**src/rtl/rom_data_window_pkg.sv**
```systemverilog
/*
 Constants for the data-space window and return stack block.
 Assumes an 8-bit data space and a 12-bit program space.
*/
package rom_data_window_pkg;
	localparam int DATA_AW = 8;
	localparam int PROG_AW = 12;
	localparam int STACK_DEPTH = 6;
	localparam int WIN_LOW_BITS = 6;
	localparam int WIN_SEL_BITS = 6;
	localparam logic [7:0] ROM_WINDOW_BASE_ADDR = 8'hc9;
	localparam logic [7:0] WIN_FIRST_ADDR = 8'h40;
	localparam logic [7:0] WIN_LAST_ADDR = 8'h7f;
	localparam logic [7:0] BANK_FIRST_ADDR = 8'h00;
	localparam logic [7:0] BANK_LAST_ADDR = 8'h3f;
	localparam logic [7:0] UNDEF_READ_VALUE = 8'hff;
	localparam logic [1:0] BANK_MAIN = 2'h0;
	localparam logic [1:0] BANK_RAM2 = 2'h1;
	localparam logic [1:0] BANK_EE0 = 2'h2;
	localparam logic [1:0] BANK_EE1 = 2'h3;
	localparam logic [7:0] BANK_SEL_RAM2 = 8'h10;
	localparam logic [7:0] BANK_SEL_EE0 = 8'h01;
	localparam logic [7:0] BANK_SEL_EE1 = 8'h02;
	typedef enum logic [2:0] {
		ST_IDLE = 3'b001,
		ST_FETCH = 3'b010,
		ST_DONE = 3'b100
	} win_state_t;
endpackage

```
**src/rtl/rom_data_window.sv**
```systemverilog
/*
 Return-address stack and read-only data window of the core data space.
 Assumes the core holds a read request until it sees the answer strobe, gives writes
 for one cycle, and that program memory answers a fetch some cycles later.
*/
// Operation
// - A six-entry 12-bit return stack saves the program counter on call or interrupt and restores it on return.
// - Reads at data addresses 40h to 7Fh return program-memory bytes instead of RAM.
// - The window can sit anywhere in program memory up to 0FFFh in 64-byte steps.
// - The fetch address is the window base above the low six data address bits.
// - The window base register sits at C9h and takes ordinary byte writes.
// - Reset leaves the window base register unchanged.
// - Base bits 5 to 0 select the window and bits 6 and 7 do nothing.
// - Addresses 00h to 3Fh form a banked region for one RAM and up to two EEPROM banks.
`timescale 1ns/1ps
`default_nettype none
module rom_data_window #(
	parameter int EE_BANKS = 2
) (
	// Clock and reset
	input wire logic clk_in,
	input wire logic rst_in,
	// Core data-space access
	input wire logic data_rd_in,
	input wire logic data_wr_in,
	input wire logic [rom_data_window_pkg::DATA_AW-1:0] data_addr_in,
	input wire logic [7:0] data_wdata_in,
	output logic data_ack_out,
	output logic [7:0] data_rdata_out,
	output logic window_hit_out,
	// Bank select for the low region
	input wire logic bank_sel_wr_in,
	input wire logic [7:0] bank_sel_in,
	output logic [1:0] bank_region_out,
	// Program memory fetch port
	output logic prog_rd_out,
	output logic [rom_data_window_pkg::PROG_AW-1:0] prog_addr_out,
	input wire logic prog_valid_in,
	input wire logic [7:0] prog_data_in,
	// Return stack
	input wire logic push_in,
	input wire logic pop_in,
	input wire logic [rom_data_window_pkg::PROG_AW-1:0] pc_in,
	output logic [rom_data_window_pkg::PROG_AW-1:0] ret_pc_out,
	output logic [2:0] stack_level_out
);
	import rom_data_window_pkg::*;

	// Only zero to two EEPROM banks can be switched in
	if (EE_BANKS < 0 || EE_BANKS > 2) begin : g_bad_ee_banks
		$error("EE_BANKS must be 0 to 2");
	end

	logic [7:0] rom_window_base;
	logic [PROG_AW-1:0] stack_mem [STACK_DEPTH];
	logic [2:0] level_reg;
	win_state_t state_reg;
	logic [1:0] bank_reg;
	logic in_window;
	logic [PROG_AW-1:0] fetch_addr;

	// Fetch address: base select bits above the low data address bits
	assign in_window = (data_addr_in >= WIN_FIRST_ADDR) && (data_addr_in <= WIN_LAST_ADDR);
	assign fetch_addr = {rom_window_base[WIN_SEL_BITS-1:0], data_addr_in[WIN_LOW_BITS-1:0]};

	// Base register: no reset term, so reset leaves it as it was
	always_ff @(posedge clk_in) begin
		if (data_wr_in && data_addr_in == ROM_WINDOW_BASE_ADDR)
			rom_window_base <= data_wdata_in;
	end

	// Window read sequencer
	always_ff @(posedge clk_in) begin
		if (rst_in) begin
			state_reg <= ST_IDLE;
			prog_rd_out <= 1'b0;
			prog_addr_out <= '0;
			data_ack_out <= 1'b0;
			data_rdata_out <= '0;
			window_hit_out <= 1'b0;
		end else begin
			data_ack_out <= 1'b0;
			case (state_reg)
			ST_IDLE: begin
				if (data_rd_in && in_window) begin
					prog_rd_out <= 1'b1;
					prog_addr_out <= fetch_addr;
					window_hit_out <= 1'b1;
					state_reg <= ST_FETCH;
				end else if (data_rd_in && data_addr_in == ROM_WINDOW_BASE_ADDR) begin
					data_rdata_out <= UNDEF_READ_VALUE;
					data_ack_out <= 1'b1;
					window_hit_out <= 1'b0;
				end else begin
					window_hit_out <= 1'b0;
				end
			end
			ST_FETCH: begin
				if (prog_valid_in) begin
					prog_rd_out <= 1'b0;
					data_rdata_out <= prog_data_in;
					data_ack_out <= 1'b1;
					state_reg <= ST_DONE;
				end
			end
			ST_DONE: begin
				window_hit_out <= 1'b0;
				state_reg <= ST_IDLE;
			end
			default: state_reg <= ST_IDLE;
			endcase
		end
	end

	// Banked low region selection
	always_ff @(posedge clk_in) begin
		if (rst_in) begin
			bank_reg <= BANK_MAIN;
		end else if (bank_sel_wr_in) begin
			if (bank_sel_in == BANK_SEL_RAM2)
				bank_reg <= BANK_RAM2;
			else if (bank_sel_in == BANK_SEL_EE0 && EE_BANKS >= 1)
				bank_reg <= BANK_EE0;
			else if (bank_sel_in == BANK_SEL_EE1 && EE_BANKS >= 2)
				bank_reg <= BANK_EE1;
			else
				bank_reg <= BANK_MAIN;
		end
	end

	always_ff @(posedge clk_in) begin
		if (rst_in)
			bank_region_out <= BANK_MAIN;
		else if (data_addr_in <= BANK_LAST_ADDR && data_addr_in >= BANK_FIRST_ADDR)
			bank_region_out <= bank_reg;
		else
			bank_region_out <= BANK_MAIN;
	end

	// Return stack: push shifts down, pop shifts up
	genvar gi;
	generate
		for (gi = 0; gi < STACK_DEPTH; gi++) begin : g_stack
			always_ff @(posedge clk_in) begin
				if (rst_in)
					stack_mem[gi] <= '0;
				else if (push_in)
					stack_mem[gi] <= (gi == 0) ? pc_in : stack_mem[(gi == 0) ? 0 : gi-1];
				else if (pop_in)
					stack_mem[gi] <= (gi == STACK_DEPTH-1) ? '0 : stack_mem[(gi == STACK_DEPTH-1) ? gi : gi+1];
			end
		end
	endgenerate

	always_ff @(posedge clk_in) begin
		if (rst_in) begin
			level_reg <= '0;
			ret_pc_out <= '0;
		end else if (push_in) begin
			if (level_reg != 3'(STACK_DEPTH))
				level_reg <= level_reg + 3'h1;
			ret_pc_out <= pc_in;
		end else if (pop_in) begin
			if (level_reg != 3'h0)
				level_reg <= level_reg - 3'h1;
			ret_pc_out <= stack_mem[1];
		end
	end
	assign stack_level_out = level_reg;

	// Base register checks run through reset, since the base has no reset term
	base_write_a: assert property (@(posedge clk_in)
		(data_wr_in && data_addr_in == ROM_WINDOW_BASE_ADDR) |=> rom_window_base == $past(data_wdata_in))
		else $error("base not loaded");
	base_read_a: assert property (@(posedge clk_in)
		(data_rd_in && !data_wr_in) |=> rom_window_base === $past(rom_window_base))
		else $error("base disturbed by read");
	base_reset_a: assert property (@(posedge clk_in)
		(rst_in && !data_wr_in) |=> rom_window_base === $past(rom_window_base))
		else $error("base changed by reset");
	win_fetch_a: assert property (@(posedge clk_in) disable iff (rst_in)
		(state_reg == ST_IDLE && data_rd_in && in_window) |=> prog_rd_out && prog_addr_out == $past(fetch_addr))
		else $error("window fetch wrong");
	fetch_addr_a: assert property (@(posedge clk_in) disable iff (rst_in)
		prog_rd_out && $rose(prog_rd_out) |-> prog_addr_out[WIN_LOW_BITS-1:0] == $past(data_addr_in[WIN_LOW_BITS-1:0]))
		else $error("low bits wrong");
	fetch_data_a: assert property (@(posedge clk_in) disable iff (rst_in)
		(state_reg == ST_FETCH && prog_valid_in) |=> data_ack_out && data_rdata_out == $past(prog_data_in))
		else $error("window data wrong");
	stack_push_a: assert property (@(posedge clk_in) disable iff (rst_in)
		push_in |=> stack_mem[0] == $past(pc_in))
		else $error("push lost");
	stack_pop_a: assert property (@(posedge clk_in) disable iff (rst_in)
		(pop_in && !push_in) |=> ret_pc_out == $past(stack_mem[1]))
		else $error("pop wrong");
	bank_out_a: assert property (@(posedge clk_in) disable iff (rst_in)
		(data_addr_in > BANK_LAST_ADDR) |=> bank_region_out == BANK_MAIN)
		else $error("bank outside region");
	hit_fetch_a: assert property (@(posedge clk_in) disable iff (rst_in)
		prog_rd_out |-> window_hit_out)
		else $error("fetch without window hit");
	no_fetch_a: assert property (@(posedge clk_in) disable iff (rst_in)
		(state_reg == ST_IDLE && !(data_rd_in && in_window)) |=> !prog_rd_out)
		else $error("fetch outside window");
	fetch_hold_a: assert property (@(posedge clk_in) disable iff (rst_in)
		(state_reg == ST_FETCH && !prog_valid_in) |=> prog_rd_out && $stable(prog_addr_out))
		else $error("fetch not held");
	base_undef_a: assert property (@(posedge clk_in) disable iff (rst_in)
		(state_reg == ST_IDLE && data_rd_in && data_addr_in == ROM_WINDOW_BASE_ADDR) |=> data_ack_out && data_rdata_out == UNDEF_READ_VALUE)
		else $error("base read answer wrong");
	stack_shift_a: assert property (@(posedge clk_in) disable iff (rst_in)
		(pop_in && !push_in) |=> stack_mem[0] == $past(stack_mem[1]))
		else $error("pop shift wrong");
	level_bound_a: assert property (@(posedge clk_in) disable iff (rst_in)
		level_reg <= 3'(STACK_DEPTH))
		else $error("stack level too high");
	bank_in_a: assert property (@(posedge clk_in) disable iff (rst_in)
		(data_addr_in <= BANK_LAST_ADDR) |=> bank_region_out == $past(bank_reg))
		else $error("bank inside region wrong");
endmodule
`default_nettype wire

```
**config.mk**
```make
export PLATFORM = sky130hd
export DESIGN_NAME = rom_data_window
export DESIGN_NICKNAME = d
export VERILOG_FILES = /design/src/rtl/rom_data_window_pkg.sv /design/src/rtl/rom_data_window.sv
export SDC_FILE = /design/constraint.sdc
export NUM_CORES = 1
export LEC_CHECK = 0
export ABC_CLOCK_PERIOD_IN_PS = 2250
export BUFFER_PORTS_ARGS = -buffer_cell sky130_fd_sc_hd__clkbuf_2
export CORE_MARGIN = 2
export CORE_UTILIZATION = 50
export CTS_CLUSTER_DIAMETER = 60
export DETAILED_ROUTE_END_ITERATION = 10
export PLACE_DENSITY = 0.76
export SLEW_MARGIN = 30
export SYNTH_ARGS = -nofsm -noshare
export SYNTH_HDL_FRONTEND = slang
export SYNTH_SLANG_ARGS = --single-unit
export TNS_END_PERCENT = 50
```
**constraint.sdc**
```tcl
create_clock -name clk_in -period 2.25 [get_ports clk_in]
set_input_delay 0.225 -clock clk_in [delete_from_list [all_inputs] [get_ports clk_in]]
set_output_delay 0.225 -clock clk_in [all_outputs]
set_load 0.02 [all_outputs]
```
Word-level counts from Yosys, hierarchy flattened --
Memory sizes are Yosys's and may differ from the RTL's. Cells that the tools add are included.
Storage, ports and cells: memories 1, word-level logic and storage cells 106, register bits after elaboration 51, memory bits (writable) 72, bits of input ports 52, output and inout port bits 40
Operators by class: $add $sub $neg 2, $lt $le $gt $ge 4, bitwise operators 13, eq/ne operators 13, reduce and logical (&&, ||, !) cells 16, multiplexer cells 46
Memory list:
- stack_mem | depth 6, width 12, read ports 6, clocked after Yosys merged registers in 0, wr ports 6, RTL line rom_data_window.sv:55 | logic [PROG_AW-1:0] stack_mem [STACK_DEPTH];
Operators with widths (number):
- 2-to-1 mux 12 bit | 14
- 2-to-1 mux 8 bit | 3
- 2-to-1 mux 3 bit | 6
- case mux 8 bit (2 select lines) | 1
- 2-to-1 mux 1 bit | 15
- OR 1 bit | 12
- equality test 8 x 1 -> 1 bit (second input constant) | 1
- equality test 8 x 2 -> 1 bit (second input constant) | 1
- equality test 8 x 5 -> 1 bit (second input constant) | 1
- equality test 8 bit (second input constant) | 1
- >= comparator 8 x 1 -> 1 bit (second input constant) | 1
- >= comparator 8 x 7 -> 1 bit (second input constant) | 1
- <= comparator 8 x 6 -> 1 bit (second input constant) | 1
- <= comparator 8 x 7 -> 1 bit (second input constant) | 1
- inequality test 2 bit (second input constant) | 4
- nonzero test 2 bit | 4
- 2-to-1 mux 2 bit | 3
- case mux 1 bit (2 select lines) | 3
- case mux 3 bit (2 select lines) | 1
- AND reduction 3 bit | 2
- logical AND 1 bit | 5
- AND reduction 2 bit | 2
- AND reduction 4 bit | 1
- adder 3 x 1 -> 3 bit (second input constant) | 1
- 9 further kinds | 9

Longest topological paths before layout --
depth in word-level cells 5, depth in mapped cells 7, mapped depth without buffers 5

Worst setup path after synthesis --
No wires, ideal clock.
path type input to register, start input pop_in, end memory stack_mem[0][0], enable pin, arrival 1.984 ns, slack -0.154 ns, stages 3, cell sequence buf_2 buf_2 or3_1
RTL lines:
- start: declaration | RTL line rom_data_window.sv:42 | input wire logic pop_in,
- end: declaration | RTL line rom_data_window.sv:55

Final worst setup path --
start input bank_sel_in[6], end register bank_reg[0]
On the way: longest elaborated chain between the ends 4, elaborated cells between the ends (all ways) 6
Ends and longest elaborated chain:
- start: declaration | RTL line rom_data_window.sv:33 | input wire logic [7:0] bank_sel_in,
- equality test 8 x 2 -> 1 bit | RTL line rom_data_window.sv:124 | else if (bank_sel_in == BANK_SEL_EE1 && EE_BANKS >= 2)
- 2-to-1 mux 2 bit | RTL line rom_data_window.sv:124
- 2-to-1 mux 2 bit | RTL line rom_data_window.sv:122 | else if (bank_sel_in == BANK_SEL_EE0 && EE_BANKS >= 1)
- 2-to-1 mux 2 bit * | RTL line rom_data_window.sv:120 | if (bank_sel_in == BANK_SEL_RAM2)
- end signal: assignment | RTL line rom_data_window.sv:121 | bank_reg <= BANK_RAM2;
- end signal: assignment | RTL line rom_data_window.sv:123 | bank_reg <= BANK_EE0;
- end signal: assignment | RTL line rom_data_window.sv:125 | bank_reg <= BANK_EE1;
- end: declaration | RTL line rom_data_window.sv:58 | logic [1:0] bank_reg;
Every way passes the cells marked *; elsewhere a longest branch is shown, timed or not. A chain may end at the register's enable or synchronous reset.

==> impl_metrics.tcl <==
set metrics [dict create \
    track_usage_pct 23.0 \
    cp_num_buf_inv 4 \
    internal_power_mw 4.23 \
    cpPeakStageDelay_ns 0.59 \
    antenna_found_initial 0 \
    setup_viol 0 \
    fill_cells 721 \
    maxCapViolations 0 \
    post_cts_buffers 0 \
    ff2ff_setup_slack_ns 0.56 \
    grt-ovfl-total 0 \
    synth_cells 424 \
    hold_viol_final 0 \
    wl_mm 12.1 \
    rsz0062_at_grt "false" \
    cts_num_sinks 123 \
    via_count 3969 \
    ys_types 39 \
    core.rowCount 36 \
    ys.flop_type "edfxtp_1" \
    numPortBuffers 89 \
    relSlewSlack_pct 56.4 \
    hp-class "in -> reg" \
    fin_crit_ns 1.92 \
    coreArea_um2 9820 \
    outcome "complete, no violations" \
    viasPerCell 5.72 \
    largest_register_ff_count 72 \
    critPathTopFamily "buffers and inverters" \
    die_h_um 105 \
    ys_warn_count 0 \
    clk_pin_slew_ns 0.06 \
    yosys.area_share.simple_pct 12.3 \
    synthArstFlopShare_pct 0 \
    critPathCapture "bank_reg[0]" \
    cp.depth 7 \
    synth_xor_area_share_pct 0.517 \
    slew_violations 0 \
    crit_path_frequent_cell "dlygate4sd3_1" \
    post_dp_cell_area_um2 5670 \
    ant_nets 0 \
    start_util_pct 51.8 \
    clockBufferDepth 2 \
    cp-end-kind "flop" \
    drt-pass1-iter-count 5 \
    wl_per_cell_um 17.4 \
    grt_pass1_wl_mm 19.7 \
    worstRegToRegCells 4 \
    die_w_um 105 \
    power.density_nw_per_um2 835 \
    clk_latency_ns 0.52 \
    p_leak_nw 2.69 \
    first_global_vias 4067 \
    final_cells 694 \
    syn-num-nets 477 \
    max_freq_mhz 521 \
    seqPwrFrac_pct 47.7 \
    dpl.cell_count 626 \
    crit_slowest_cell "dlygate4sd3_1" \
    totalNegativeSetupSlack_ns 0 \
    muxShareOfSynthArea_pct 2.66 \
    ys_seq_area_share_pct 63.8 \
    cts_buffers 17 \
    ctsHoldBuffers 36 \
    power_frac_comb_pct 8.7 \
    finalNetCount 601 \
    cp.required_ns 2.70 \
    r2r-end "stack_level_out[2]" \
    crit_arrival_ns 2.37 \
    startpoint "bank_sel_in[6]" \
    switching_share_pct 22.6 \
    synth_enable_flop_cells 78 \
    critPathKind "in -> reg" \
    period_share_pct 85.4 \
    vdd_drop_max_mv 0.676 \
    cts_root_buf "clkbuf_8" \
    synth_top_family_by_area "compound AO/OA/AOI/OAI gates" \
    path_cells "dlygate4sd3_1 -> clkbuf_2 -> nor2_1 -> dlygate4sd3_1 -> nand4b_1 -> dlygate4sd3_1 -> a21oi_1" \
    cts_resized 0 \
    drive_gt1_share_pct 26.0 \
    p_clk_share_pct 43.6 \
    p_switching_mw 1.24 \
    first_iter_violations 314 \
    grt_max_degree 61 \
    tightest_slew_ns 0.654 \
    syn_area_um2 5080 \
    fin_skew_ns 0.00556 \
    syn_to_final_growth_pct 28.9 \
    regMostFlops "stack_mem" \
    timing.hold.ws_ns 0.0572 \
    ys_seq_elements 123 \
    top_regs "stack_mem x72, prog_addr_out x12, ret_pc_out x12" \
    hpwl_mm 6.81 \
    synth-compound-area-share_pct 16.9 \
    dieArea_um2 11000 \
    io_pins 92 \
    htreeDepth 4 \
    crit_fanout 2 \
    r2r-start "stack_level_out[0]" \
    drc 0 \
    synthAdderAreaFrac_pct 0.394 \
    gp_congestion 0.784 \
    cp-start-kind "input pin" \
    stdcell_area_um2 6550 \
    insertedDiodeCount 0 \
    postSynthAreaPerCell_um2 12.0 \
    cts_tree "yes" \
]
==> Yosys cell counts, types with 2 or more instances <==
library cell,instances,area share [%]
a211oi_1,9,1.3
a21oi_1,43,4.2
a22o_1,48,8.3
a31oi_1,2,0.25
and2_1,15,1.8
and4bb_2,3,0.74
buf_2,17,1.7
clkbuf_1,14,1.0
dfxtp_1,45,18
edfxtp_1,78,46
inv_1,9,0.66
mux2_2,12,2.7
nand2_1,28,2.1
nand2b_1,3,0.37
nand3_1,13,1.3
nand4b_1,2,0.34
nand4bb_1,2,0.44
nor2_1,38,2.8
nor2b_1,2,0.25
nor3_1,3,0.30
o21ai_0,17,1.7
or3_1,3,0.37
xor2_1,2,0.34
==> power groups by stage <==
stage / Sequential (mW) / Clock [mW] / Combinational, mW
after floorplan: 2.66 / 0 / 0.234
after global placement: 2.64 / 0 / 0.398
after detailed placement: 2.65 / 0 / 0.415
after CTS: 2.61 / 2.41 / 0.465
after global routing: 2.62 / 2.51 / 0.519
final: 2.61 / 2.39 / 0.475
==> kinds of logic (layout without fill, tap and decap cells) <==
family                     after synthesis  after routing
adders and majority gates                1              1
muxes                                   12             12
DFF                                    123            123
xor gates and xnor gates                 3              3
buffers and inverters                   41            178
and+or+nand+nor                        120            120
AOI/OAI and AO/OA                      124            124
==> layer usage <==
metal  up-vias  track usage [%]  routed length, um
li1       1829                -                  -
met1      1933             26.7               4850
met2       173             38.8               6090
met3        34             7.61                792
met4         0             10.4                365
met5         -                0                  0
==> worst reg2reg max path, cell delays in order (launching register included) <==
cell       delay (ns)
dfxtp_1          0.38
fa_1             0.48
nor3b_1          0.29
a211oi_1         0.08
a2111oi_0        0.35
==> layout by cell type, fill, tap and decap left out, types with 2 or more instances in the layout <==
cell           Yosys  routed
clkinv_2           0       2
dlygate4sd3_1      0      36
and2_1            15      15
nand2_1           28      28
clkbuf_1          14       8
o21ai_0           17      17
nand3_1           13      13
nor3_1             3       3
xor2_1             2       2
clkbuf_8           0       6
dfxtp_1           45      45
buf_4              1      11
clkbuf_2           0      89
and4bb_2           3       3
nand4bb_1          2       2
a21oi_1           43      43
a22o_1            48      48
nand2b_1           3       3
or3_1              3       2
inv_1              9       9
nand4b_1           2       2
a211oi_1           9       9
edfxtp_1          78      78
mux2_2            12      12
nor2_1            38      38
a31oi_1            2       2
clkbuf_16          0      16
==> stage by stage <==
stage	power [mW]	util [%]	worst slack, ns
3_5_place_dp	3.06	57.7	0.287
3_3_place_gp	3.04	57.7	0.385
5_1_grt	5.65	66.7	0.237
2_1_floorplan	2.90	-	0.358
4_1_cts	5.48	66.7	0.391
6_report	5.47	66.7	0.329
==> worst min path at each step <==
stage                           startpoint            endpoint  slack, ns  cells after the start
final                        prog_valid_in        state_reg[1]       0.06                      3
after floorplan           data_wdata_in[0]  rom_window_base[0]       0.32                      0
after detailed placement  data_wdata_in[0]  rom_window_base[0]       0.41                      1
after global routing         prog_valid_in        state_reg[1]       0.04                      3
after CTS                  prog_data_in[3]   data_rdata_out[3]      0.003                      3
after global placement    data_wdata_in[1]  rom_window_base[1]       0.40                      1
==> cell type report <==
class                           instances  area, um2  area share (%)
Timing Repair Buffer                  137        908            13.9
Clock buffer                           30        513            7.83
Sequential cell                       123       3240            49.5
Inverter                                9       33.8           0.516
Multi-Input combinational cell        260       1680            25.6
Tap cell                              133        166            2.54
Clock inverter                          2       10.0           0.153
Power figures use the tool's default switching activity.
